[config.mk]
export PLATFORM = sky130hd
export DESIGN_NAME = vgh_regs
export DESIGN_NICKNAME = d
export VERILOG_FILES = /design/src/include/vgh_pkg.sv /design/src/hdl/vgh_apb_decode.sv /design/src/hdl/vgh_line_sync_gen.sv /design/src/hdl/vgh_regs.sv
export VERILOG_INCLUDE_DIRS = /design/src /design/src/include
export SDC_FILE = /design/constraint.sdc
export NUM_CORES = 1
export LEC_CHECK = 0
export ABC_AREA = 0
export BUFFER_PORTS_ARGS = -buffer_cell sky130_fd_sc_hd__buf_4
export CORE_UTILIZATION = 30
export DETAILED_ROUTE_END_ITERATION = 8
export PLACE_DENSITY_LB_ADDON = 0.15
export SYNTH_ARGS = -nofsm -noshare
export SYNTH_HDL_FRONTEND = slang
export SYNTH_SLANG_ARGS = --single-unit
[constraint.sdc]
create_clock -name ref_clk -period 2.3 [get_ports ref_clk]
set_clock_uncertainty 0.1 [all_clocks]
set_input_delay 0.23 -clock ref_clk [delete_from_list [all_inputs] [get_ports ref_clk]]
set_output_delay 0.23 -clock ref_clk [all_outputs]
set_load 0.05 [all_outputs]
[src/include/vgh_consts.svh]
// Offsets, reserved bit patterns, codes and reset values of the gain and line sync registers
`ifndef VGH_CONSTS_SVH
`define VGH_CONSTS_SVH
`define VGH_IDX_GAIN_MODE 8'h2C
`define VGH_IDX_CHROMA_HIGH 8'h2D
`define VGH_IDX_CHROMA_LOW 8'h2E
`define VGH_IDX_LUMA_HIGH 8'h2F
`define VGH_IDX_LUMA_LOW 8'h30
`define VGH_IDX_STORE_HIGH 8'h31
`define VGH_IDX_STORE_LOW 8'h32
`define VGH_IDX_MISC 8'h33
`define VGH_IDX_SYNC_HIGH 8'h34
`define VGH_IDX_SYNC_BEGIN 8'h35
`define VGH_IDX_SYNC_END 8'h36
`define VGH_RSV_MODE 8'h8C
`define VGH_RSV_GAIN_HIGH 8'h30
`define VGH_RSV_STORE_HIGH 8'h70
`define VGH_RSV_MISC 8'hA0
`define VGH_RSV_SYNC_HIGH 8'h0F
`define VGH_RST_SYNC_BEGIN 8'h01
`define VGH_RST_SYNC_END 8'h00
`define VGH_LMODE_MANUAL 3'h0
`define VGH_LMODE_PEAK 3'h5
`define VGH_LMODE_AVERAGE 3'h6
`define VGH_LMODE_FREEZE 3'h7
`define VGH_CMODE_MANUAL 2'h0
`define VGH_CMODE_LUMA 2'h1
`define VGH_CMODE_AUTO 2'h2
`define VGH_CMODE_FREEZE 2'h3
`define VGH_SPEED_FAST 2'h2
`define VGH_SPEED_QUALITY 2'h3
`define VGH_AVG_FIRST 9'h021
`define VGH_AVG_LAST_LONG 9'h136
`define VGH_AVG_LAST_SHORT 9'h10E
`endif

[src/include/vgh_pkg.sv]
// Types shared by the gain and line sync register block
package vgh_pkg;
    typedef logic [11:0] vgh_gain_t;
    typedef logic [9:0] vgh_pos_t;
    typedef logic [7:0] vgh_byte_t;
    typedef logic [8:0] vgh_line_t;
endpackage

[src/hdl/vgh_apb_decode.sv]
// APB access phase decode and word index extraction
`timescale 1ns/1ps
module vgh_apb_decode #(
    parameter int ADDR_W = 12
) (
    input wire logic psel,
    input wire logic penable,
    input wire logic pwrite,
    input wire logic [ADDR_W-1:0] paddr,
    input wire logic readyQ,
    output logic setupRead,
    output logic writeFire,
    output logic aligned,
    output vgh_pkg::vgh_byte_t wordIdx
);
    import vgh_pkg::*;
    // Answer is prepared during setup so access completes in its first cycle
    assign setupRead = psel && !penable;
    assign writeFire = psel && penable && readyQ && pwrite;
    assign aligned = (paddr[1:0] == 2'h0) && (paddr[ADDR_W-1:10] == '0);
    assign wordIdx = paddr[9:2];
endmodule

[src/hdl/vgh_line_sync_gen.sv]
// Positioned line sync output counted from the internal sync falling edge
`timescale 1ns/1ps
module vgh_line_sync_gen (
    input wire logic ref_clk,
    input wire logic rst_n,
    input wire logic lineSyncIn,
    input wire logic pixelEn,
    input vgh_pkg::vgh_pos_t beginPos,
    input vgh_pkg::vgh_pos_t endPos,
    output logic lineSyncOut
);
    import vgh_pkg::*;
    logic syncPrev_q;
    logic running_q;
    vgh_pos_t pixCnt_q;
    logic fallEdge;
    logic cntMax;
    vgh_pos_t pixCnt_d;
    logic outActive;
    assign fallEdge = syncPrev_q && !lineSyncIn;
    assign cntMax = (pixCnt_q == '1);
    // Counter saturates so a missing sync edge cannot wrap into a false pulse
    assign pixCnt_d = fallEdge ? '0 : ((pixelEn && !cntMax) ? pixCnt_q + 10'h001 : pixCnt_q);
    assign outActive = running_q && (pixCnt_q >= beginPos) && (pixCnt_q < endPos);
    always_ff @(posedge ref_clk or negedge rst_n)
    begin
        if (!rst_n)
        begin
            syncPrev_q <= 1'b0;
            running_q <= 1'b0;
            pixCnt_q <= '0;
            lineSyncOut <= 1'b0;
        end
        else
        begin
            syncPrev_q <= lineSyncIn;
            running_q <= running_q || fallEdge;
            pixCnt_q <= pixCnt_d;
            lineSyncOut <= outActive;
        end
    end
endmodule

[src/hdl/vgh_regs.sv]
// Gain control and line sync position registers behind an APB slave
`timescale 1ns/1ps
`include "vgh_consts.svh"
module vgh_regs #(
    parameter int ADDR_W = 12
) (
    input wire logic ref_clk,
    input wire logic rst_n,
    input wire logic psel,
    input wire logic penable,
    input wire logic pwrite,
    input wire logic [ADDR_W-1:0] paddr,
    input wire logic [31:0] pwdata,
    output logic [31:0] prdata,
    output logic pready,
    output logic pslverr,
    input vgh_pkg::vgh_gain_t lumaLoopGain,
    input vgh_pkg::vgh_gain_t chromaLoopGain,
    input wire logic [1:0] videoQualityMeasure,
    input wire logic lineSyncIn,
    input wire logic pixelEn,
    output vgh_pkg::vgh_gain_t lumaGainActive,
    output vgh_pkg::vgh_gain_t chromaGainActive,
    output logic [1:0] lumaSpeedCode,
    output logic lumaSpeedValid,
    output logic peakWhiteActive,
    output logic avgVideoActive,
    output logic peakWhitePerField,
    output vgh_pkg::vgh_line_t avgLineFirst,
    output vgh_pkg::vgh_line_t avgLineLast,
    output vgh_pkg::vgh_byte_t maxIrePal,
    output vgh_pkg::vgh_byte_t maxIreNtsc,
    output logic colorKillEn,
    output logic lineSyncOut
);
    import vgh_pkg::*;

    // PAL limit in upper byte, NTSC in lower byte
    function automatic logic [15:0] ireLimits(input logic [2:0] code);
        logic [15:0] lim;
        lim = 16'h6464;
        unique case (code)
            3'h0: lim = 16'h857A;
            3'h1: lim = 16'h7D73;
            3'h2: lim = 16'h786E;
            3'h3: lim = 16'h7369;
            3'h4: lim = 16'h6E64;
            3'h5: lim = 16'h6964;
            3'h6: lim = 16'h6464;
            3'h7: lim = 16'h6464;
        endcase
        return lim;
    endfunction

    function automatic logic isIdx(input vgh_byte_t idx, input vgh_byte_t want);
        return idx == want;
    endfunction

    logic setupRead;
    logic writeFire;
    logic aligned;
    vgh_byte_t wordIdx;
    vgh_byte_t wrByte;

    logic [2:0] lumaMode_q;
    logic [1:0] chromaMode_q;
    vgh_gain_t chromaManual_q;
    logic [1:0] chromaSpeed_q;
    vgh_gain_t lumaManual_q;
    logic [1:0] lumaSpeed_q;
    vgh_gain_t lumaStore_q;
    logic storeUpdateEn_q;
    logic peakWhiteRate_q;
    logic avgLinesSel_q;
    logic [2:0] maxInputLevel_q;
    logic colorKill_q;
    vgh_pos_t syncBegin_q;
    vgh_pos_t syncEnd_q;

    vgh_gain_t lumaGain_d;
    vgh_gain_t chromaGain_d;
    logic [15:0] ireSel;
    logic autoMode;
    logic [1:0] speedSel;
    logic hitMapped;
    vgh_byte_t readByte;
    vgh_gain_t storeView;
    vgh_gain_t manualView;

    vgh_apb_decode #(
        .ADDR_W(ADDR_W)
    ) u_decode (
        .psel(psel),
        .penable(penable),
        .pwrite(pwrite),
        .paddr(paddr),
        .readyQ(pready),
        .setupRead(setupRead),
        .writeFire(writeFire),
        .aligned(aligned),
        .wordIdx(wordIdx)
    );

    assign wrByte = pwdata[7:0];

    logic wrMode;
    logic wrChromaHigh;
    logic wrChromaLow;
    logic wrLumaHigh;
    logic wrLumaLow;
    logic wrStoreHigh;
    logic wrStoreLow;
    logic wrMisc;
    logic wrSyncHigh;
    logic wrSyncBegin;
    logic wrSyncEnd;
    logic wrOk;

    assign wrOk = writeFire && aligned;
    assign wrMode = wrOk && isIdx(wordIdx, `VGH_IDX_GAIN_MODE);
    assign wrChromaHigh = wrOk && isIdx(wordIdx, `VGH_IDX_CHROMA_HIGH);
    assign wrChromaLow = wrOk && isIdx(wordIdx, `VGH_IDX_CHROMA_LOW);
    assign wrLumaHigh = wrOk && isIdx(wordIdx, `VGH_IDX_LUMA_HIGH);
    assign wrLumaLow = wrOk && isIdx(wordIdx, `VGH_IDX_LUMA_LOW);
    assign wrStoreHigh = wrOk && isIdx(wordIdx, `VGH_IDX_STORE_HIGH);
    assign wrStoreLow = wrOk && isIdx(wordIdx, `VGH_IDX_STORE_LOW);
    assign wrMisc = wrOk && isIdx(wordIdx, `VGH_IDX_MISC);
    assign wrSyncHigh = wrOk && isIdx(wordIdx, `VGH_IDX_SYNC_HIGH);
    assign wrSyncBegin = wrOk && isIdx(wordIdx, `VGH_IDX_SYNC_BEGIN);
    assign wrSyncEnd = wrOk && isIdx(wordIdx, `VGH_IDX_SYNC_END);

    // Mode and gain fields
    always_ff @(posedge ref_clk or negedge rst_n)
    begin
        if (!rst_n)
        begin
            lumaMode_q <= `VGH_LMODE_MANUAL;
            chromaMode_q <= `VGH_CMODE_MANUAL;
            chromaManual_q <= '0;
            chromaSpeed_q <= 2'h0;
            lumaManual_q <= '0;
            lumaSpeed_q <= 2'h0;
            lumaStore_q <= '0;
            storeUpdateEn_q <= 1'b0;
        end
        else
        begin
            if (wrMode)
            begin
                chromaMode_q <= wrByte[1:0];
                lumaMode_q <= wrByte[6:4];
            end
            if (wrChromaHigh)
            begin
                chromaManual_q[11:8] <= wrByte[3:0];
                chromaSpeed_q <= wrByte[7:6];
            end
            if (wrChromaLow)
            begin
                chromaManual_q[7:0] <= wrByte;
            end
            if (wrLumaHigh)
            begin
                lumaManual_q[11:8] <= wrByte[3:0];
                lumaSpeed_q <= wrByte[7:6];
            end
            if (wrLumaLow)
            begin
                lumaManual_q[7:0] <= wrByte;
            end
            if (wrStoreHigh)
            begin
                lumaStore_q[11:8] <= wrByte[3:0];
                storeUpdateEn_q <= wrByte[7];
            end
            if (wrStoreLow)
            begin
                lumaStore_q[7:0] <= wrByte;
            end
        end
    end

    // Measurement and line sync fields
    always_ff @(posedge ref_clk or negedge rst_n)
    begin
        if (!rst_n)
        begin
            peakWhiteRate_q <= 1'b0;
            avgLinesSel_q <= 1'b0;
            maxInputLevel_q <= 3'h0;
            colorKill_q <= 1'b0;
            syncBegin_q <= {2'h0, `VGH_RST_SYNC_BEGIN};
            syncEnd_q <= {2'h0, `VGH_RST_SYNC_END};
        end
        else
        begin
            if (wrMisc)
            begin
                peakWhiteRate_q <= wrByte[0];
                avgLinesSel_q <= wrByte[1];
                maxInputLevel_q <= wrByte[4:2];
                colorKill_q <= wrByte[6];
            end
            if (wrSyncHigh)
            begin
                syncEnd_q[9:8] <= wrByte[5:4];
                syncBegin_q[9:8] <= wrByte[7:6];
            end
            if (wrSyncBegin)
            begin
                syncBegin_q[7:0] <= wrByte;
            end
            if (wrSyncEnd)
            begin
                syncEnd_q[7:0] <= wrByte;
            end
        end
    end

    // Store overrides the manual value only when surveillance updates are on
    assign manualView = storeUpdateEn_q ? lumaStore_q : lumaManual_q;

    always_comb
    begin
        lumaGain_d = lumaLoopGain;
        unique case (lumaMode_q)
            `VGH_LMODE_MANUAL: lumaGain_d = manualView;
            `VGH_LMODE_FREEZE: lumaGain_d = lumaGainActive;
            default: lumaGain_d = lumaLoopGain;
        endcase
    end

    always_comb
    begin
        chromaGain_d = chromaLoopGain;
        unique case (chromaMode_q)
            `VGH_CMODE_MANUAL: chromaGain_d = chromaManual_q;
            `VGH_CMODE_LUMA: chromaGain_d = lumaGainActive;
            `VGH_CMODE_AUTO: chromaGain_d = chromaLoopGain;
            `VGH_CMODE_FREEZE: chromaGain_d = chromaGainActive;
        endcase
    end

    // Automatic modes are every luma code other than manual and freeze
    assign autoMode = (lumaMode_q != `VGH_LMODE_MANUAL) &&
        (lumaMode_q != `VGH_LMODE_FREEZE);
    // Quality input saturates at fast; its top code would mean quality again
    assign speedSel = (lumaSpeed_q != `VGH_SPEED_QUALITY) ? lumaSpeed_q :
        ((videoQualityMeasure == `VGH_SPEED_QUALITY) ? `VGH_SPEED_FAST :
        videoQualityMeasure);
    assign ireSel = ireLimits(maxInputLevel_q);

    // Derived control outputs, all registered
    always_ff @(posedge ref_clk or negedge rst_n)
    begin
        if (!rst_n)
        begin
            lumaGainActive <= '0;
            chromaGainActive <= '0;
            lumaSpeedCode <= 2'h0;
            lumaSpeedValid <= 1'b0;
            peakWhiteActive <= 1'b0;
            avgVideoActive <= 1'b0;
            peakWhitePerField <= 1'b0;
            avgLineFirst <= `VGH_AVG_FIRST;
            avgLineLast <= `VGH_AVG_LAST_LONG;
            maxIrePal <= 8'h85;
            maxIreNtsc <= 8'h7A;
            colorKillEn <= 1'b0;
        end
        else
        begin
            lumaGainActive <= lumaGain_d;
            chromaGainActive <= chromaGain_d;
            lumaSpeedCode <= autoMode ? speedSel : lumaSpeedCode;
            lumaSpeedValid <= autoMode;
            peakWhiteActive <= (lumaMode_q == `VGH_LMODE_PEAK);
            avgVideoActive <= (lumaMode_q == `VGH_LMODE_AVERAGE);
            peakWhitePerField <= peakWhiteRate_q;
            avgLineFirst <= `VGH_AVG_FIRST;
            avgLineLast <= avgLinesSel_q ? `VGH_AVG_LAST_SHORT : `VGH_AVG_LAST_LONG;
            maxIrePal <= ireSel[15:8];
            maxIreNtsc <= ireSel[7:0];
            colorKillEn <= colorKill_q;
        end
    end

    // Store reads back its own value in manual mode, otherwise the gain in use
    assign storeView = (lumaMode_q == `VGH_LMODE_MANUAL) ? lumaStore_q : lumaGainActive;

    assign hitMapped = aligned && (wordIdx >= `VGH_IDX_GAIN_MODE) &&
        (wordIdx <= `VGH_IDX_SYNC_END);

    // Reserved bits read as their printed ones
    always_comb
    begin
        readByte = 8'h00;
        unique case (wordIdx)
            `VGH_IDX_GAIN_MODE: readByte = `VGH_RSV_MODE |
                {1'b0, lumaMode_q, 2'h0, chromaMode_q};
            `VGH_IDX_CHROMA_HIGH: readByte = `VGH_RSV_GAIN_HIGH |
                {chromaSpeed_q, 2'h0, chromaGainActive[11:8]};
            `VGH_IDX_CHROMA_LOW: readByte = chromaGainActive[7:0];
            `VGH_IDX_LUMA_HIGH: readByte = `VGH_RSV_GAIN_HIGH |
                {lumaSpeed_q, 2'h0, lumaGainActive[11:8]};
            `VGH_IDX_LUMA_LOW: readByte = lumaGainActive[7:0];
            `VGH_IDX_STORE_HIGH: readByte = `VGH_RSV_STORE_HIGH |
                {storeUpdateEn_q, 3'h0, storeView[11:8]};
            `VGH_IDX_STORE_LOW: readByte = storeView[7:0];
            `VGH_IDX_MISC: readByte = `VGH_RSV_MISC |
                {1'b0, colorKill_q, 1'b0, maxInputLevel_q, avgLinesSel_q, peakWhiteRate_q};
            `VGH_IDX_SYNC_HIGH: readByte = `VGH_RSV_SYNC_HIGH |
                {syncBegin_q[9:8], syncEnd_q[9:8], 4'h0};
            `VGH_IDX_SYNC_BEGIN: readByte = syncBegin_q[7:0];
            `VGH_IDX_SYNC_END: readByte = syncEnd_q[7:0];
            default: readByte = 8'h00;
        endcase
    end

    // Answer is registered in setup, so every access has no wait states
    always_ff @(posedge ref_clk or negedge rst_n)
    begin
        if (!rst_n)
        begin
            pready <= 1'b0;
            prdata <= 32'h00000000;
            pslverr <= 1'b0;
        end
        else
        begin
            pready <= setupRead;
            pslverr <= setupRead && !hitMapped;
            if (setupRead)
            begin
                prdata <= (hitMapped && !pwrite) ? {24'h000000, readByte} : 32'h00000000;
            end
        end
    end

    vgh_line_sync_gen u_sync (
        .ref_clk(ref_clk),
        .rst_n(rst_n),
        .lineSyncIn(lineSyncIn),
        .pixelEn(pixelEn),
        .beginPos(syncBegin_q),
        .endPos(syncEnd_q),
        .lineSyncOut(lineSyncOut)
    );
endmodule

==> results.md <==
- Post-DP Area: between 0.008 and 0.009 mm²
- Path depth of the worst reg2reg path: 6
- GRT met3 Usage: 3.64%
- DR WL/cell: around 19 µm
- CP startpoint kind: flip-flop
- Grt met2 use: 29.3%
- Max incr delay on CP: 0.40 ns
- I/O Buffers: 110
- Slowest-stage cell, CP: dfrtp_1
- Commonest cells post-synth: dfrtp_1, nand2_1, o21ai_0
- Vias per cell: ~4.9
- Final hold vios: 0
- Final core occ: 38.5%
- Setup WS post-layout: 0.228 ns
- Post-synth EDFFs: 0
- Unrepaired setup endpoints after global routing: no
- Via count: between 5,000 and 6,000
- Layout cells sized above 1: 30.3%
- Pwr per Cell Area: 624 mW/mm²
- Worst r2r src: lumaMode_q[0]$_DFFE_PN0P_
- CTS tree: built
- Period minus WS final: 2.07 ns
- Io pins: 177
- Post-route cell area: 0.00942 mm²
- Initial antenna violation count: 0
- Dominant synthesized flop cell: dfrtp_1
- Layout Nets: 986
- Grt ovf: 0
- Count leader, synth: dfrtp_1
- Final Max Slew Viols: 0
- # DRC: 0
- Max VDD drop: 512 µV
- Max-slew headroom: 62.2%
- Routed wire length: 23.7 mm
- Height of the die: 160 µm
- Met1 usage: between 20 and 30%
- WP buf/inv: 1
- Antenna viol nets, final: 0
- Clock buffer depth: 2
- Die area: 0.0257 mm²
- CTS sink cnt: 140
- Hold Path End: lumaGainActive[1]$_DFFE_PN0P_
- Fmax: 483 MHz
- Arr. time, crit path: 2.26 ns
- Detailed Routing Iterations Pass 1: 5
- Global-route wire length before repair: 36.5 mm
- Sum Neg Setup Slack: 0 ns
- Synth area leader: dfrtp_1
- Synth Cell Area: 0.00751 mm²
- Static Leakage: roughly 4.5 nW
- GRT Total Usage: a little under a fifth
- GRT Max-Usage Layer: met2
- Core area: 0.0245 mm²
- CTS H-tree depth: 4
- CTS buffer count: 17
- Multi-input logic area: 0.00353 mm²
- Post-synth top area share: 44.0%
- Clk pin slew, worst setup/hold paths: 0.06 ns
- Dpl ws: 0.0270 ns
- Synth async-reset ratio: 100%
- Worst Hold Depth: 3
- R2R setup slack: 0.23 ns
- Family with the most delay on the worst path: simple AND/OR/NAND/NOR gates
- CTS root buffer: clkbuf_16
- Cell count after placement: ~1,200
- Post-DP HPWL: about 17 mm
- Netlist cell types: 65
- Finished Layout Cells: 1,219
- Total of max-cap violations: 0
- Reg area: 0.00351 mm²
- Sequential share of the synthesized area: 46.8%
- Max FO, Critical Path: 14
- Worst-Skew Late Latency: 0.43 ns
- Post-CTS Repair Setup Buffers: 0
- Layout area overhead: 25.4%
- Critical path capture point type: flip-flop
- Final period util: 90.1%
- Register bit count reported by yosys: 140
- Synth Warn #: 0
- Initial Utilization: 30.7%
- Pin count of the biggest net entering global routing: 64
- # rows: 57
- Synth Area per Inst: 10.1 µm²
- Vias in the first global route: about 5,800
- Area contributors post-synth: dfrtp_1, mux2_2, o21ai_0, ha_1, buf_4
- Fillers: 2,503
- Die extent in x: between 150 and 200 µm
- Critical path type: flip-flop to flip-flop
- Worst-Margin Slew: 0.565 ns
- Hold Startpoint: lumaLoopGain[1]
- Capturing point of the worst reg2reg path: prdata[3]$_DFFE_PN0P_
- Worst path required time: 2.48 ns
- Finish-stage setup viols: 0
- Drt first-iter violations: 322
- Post-Synthesis Cells: 747
- Hold WC Path Type: input pin to flip-flop
- Placer Congestion: about 0.85
- Critical path cell sequence: nor3_4 > buf_4 > mux2_2 > a22o_1 > nand2_1 > a32oi_1
- Outcome: finished, final reports clean
==> worst register-to-register path: stages, from the launching register on <==
cell	delay (ns)
dfrtp_1	0.40
nor3_4	0.35
buf_4	0.29
mux2_2	0.39
a22o_1	0.26
nand2_1	0.07
a32oi_1	0.08
==> cell usage in the layout (no fill, tap or decap), types with 5 or more instances in the layout <==
| cell type | netlist | final |
|---|---|---|
| nor2b_1 | 8 | 8 |
| a211oi_1 | 10 | 10 |
| mux2_1 | 5 | 5 |
| inv_1 | 32 | 32 |
| a31oi_1 | 12 | 12 |
| a32oi_1 | 8 | 8 |
| inv_6 | 0 | 6 |
| a21oi_1 | 27 | 27 |
| conb_1 | 2 | 42 |
| dfrtp_1 | 132 | 132 |
| a22oi_1 | 17 | 17 |
| o21ai_0 | 72 | 72 |
| buf_4 | 44 | 149 |
| mux2i_1 | 21 | 21 |
| nand2_1 | 86 | 86 |
| mux2_2 | 59 | 59 |
| clkbuf_16 | 0 | 17 |
| clkinvlp_4 | 0 | 5 |
| dfstp_2 | 8 | 8 |
| nor3_1 | 9 | 8 |
| nand3_1 | 12 | 12 |
| dlygate4sd3_1 | 0 | 7 |
| nor2_1 | 37 | 37 |
| ha_1 | 28 | 28 |
| and3_1 | 6 | 6 |
| a221oi_1 | 5 | 5 |
==> worst max path at each step <==
stage	cells past startpoint	endpoint	start
global route	6	prdata[3]$_DFFE_PN0P_	lumaMode_q[0]$_DFFE_PN0P_
CTS	6	prdata[3]$_DFFE_PN0P_	lumaMode_q[0]$_DFFE_PN0P_
detailed placement	6	chromaManual_q[10]$_DFFE_PN0P_	paddr[1]
global placement	6	chromaManual_q[11]$_DFFE_PN0P_	paddr[1]
finish	6	prdata[3]$_DFFE_PN0P_	lumaMode_q[0]$_DFFE_PN0P_
floorplan	5	colorKill_q$_DFFE_PN0P_	paddr[8]
==> layer usage <==
layer  wire [µm]  vias up
li1            -     2831
met1       11700     2913
met2       10800      178
met3         928       18
met4         275        0
met5           0        -
==> final cells by class <==
cell class                      count  area share, %
Clock inverter                     13           1.37
Multi-Input combinational cell    528           37.5
Antenna cell                        1         0.0266
Clock buffer                       19           4.81
Tap cell                          324           4.30
Inverter                           34           1.35
Timing Repair Buffer              160           13.4
Sequential cell                   140           37.3
==> power breakdown <==
part           leakage, nW  internal, mW  switching [mW]  total [mW]
clock network        0.270          1.57            1.18        2.74
logic                 2.42         0.185           0.435       0.620
registers             1.83          2.49          0.0220        2.51
total                 4.51          4.24            1.63        5.88
==> cell families (layout without fill, tap and decap cells) <==
| group | count (synthesis) | in the layout | share of synthesized area [%] |
|---|---|---|---|
| AOI/OAI and AO/OA | 177 | 177 | 14.6 |
| xor gates and xnor gates | 5 | 5 | 0.583 |
| adders and majority gates | 28 | 28 | 4.66 |
| buffers and inverters | 119 | 226 | 8.36 |
| DFF | 140 | 140 | 46.8 |
| muxes | 87 | 87 | 12.8 |
| other | 2 | 43 | 0.100 |
| and+or+nand+nor | 189 | 189 | 12.1 |
==> flip-flops by register name, indices dropped and copies added, names as in the netlist, 3 cells and up <==
register and count:
prdata 8, lumaMode_q 3, lumaStore_q 12, syncEnd_q 10
lumaManual_q 12, maxIreNtsc 5, chromaGainActive 12, maxInputLevel_q 3
syncBegin_q 10, u_sync.pixCnt_q 10, maxIrePal 7, chromaManual_q 12
lumaGainActive 12
==> per-stage QoR <==
step / hold slack (ns) / total power [mW]
after floorplan: -0.166 / 2.97
after global placement: 0.0667 / 3.17
after detailed placement: 0.0716 / 3.17
after CTS: 0.000221 / 5.95
after global routing: 0.0257 / 6.10
final: 0.00977 / 5.88
==> repair_timing <==
item | CTS | global route
hold buffers | 7 | 0
setup endpoints to repair | 0 | 1
hold endpoints to repair | 42 | 0
gates resized for setup | 0 | 1
(Power assumes the default switching activity.)
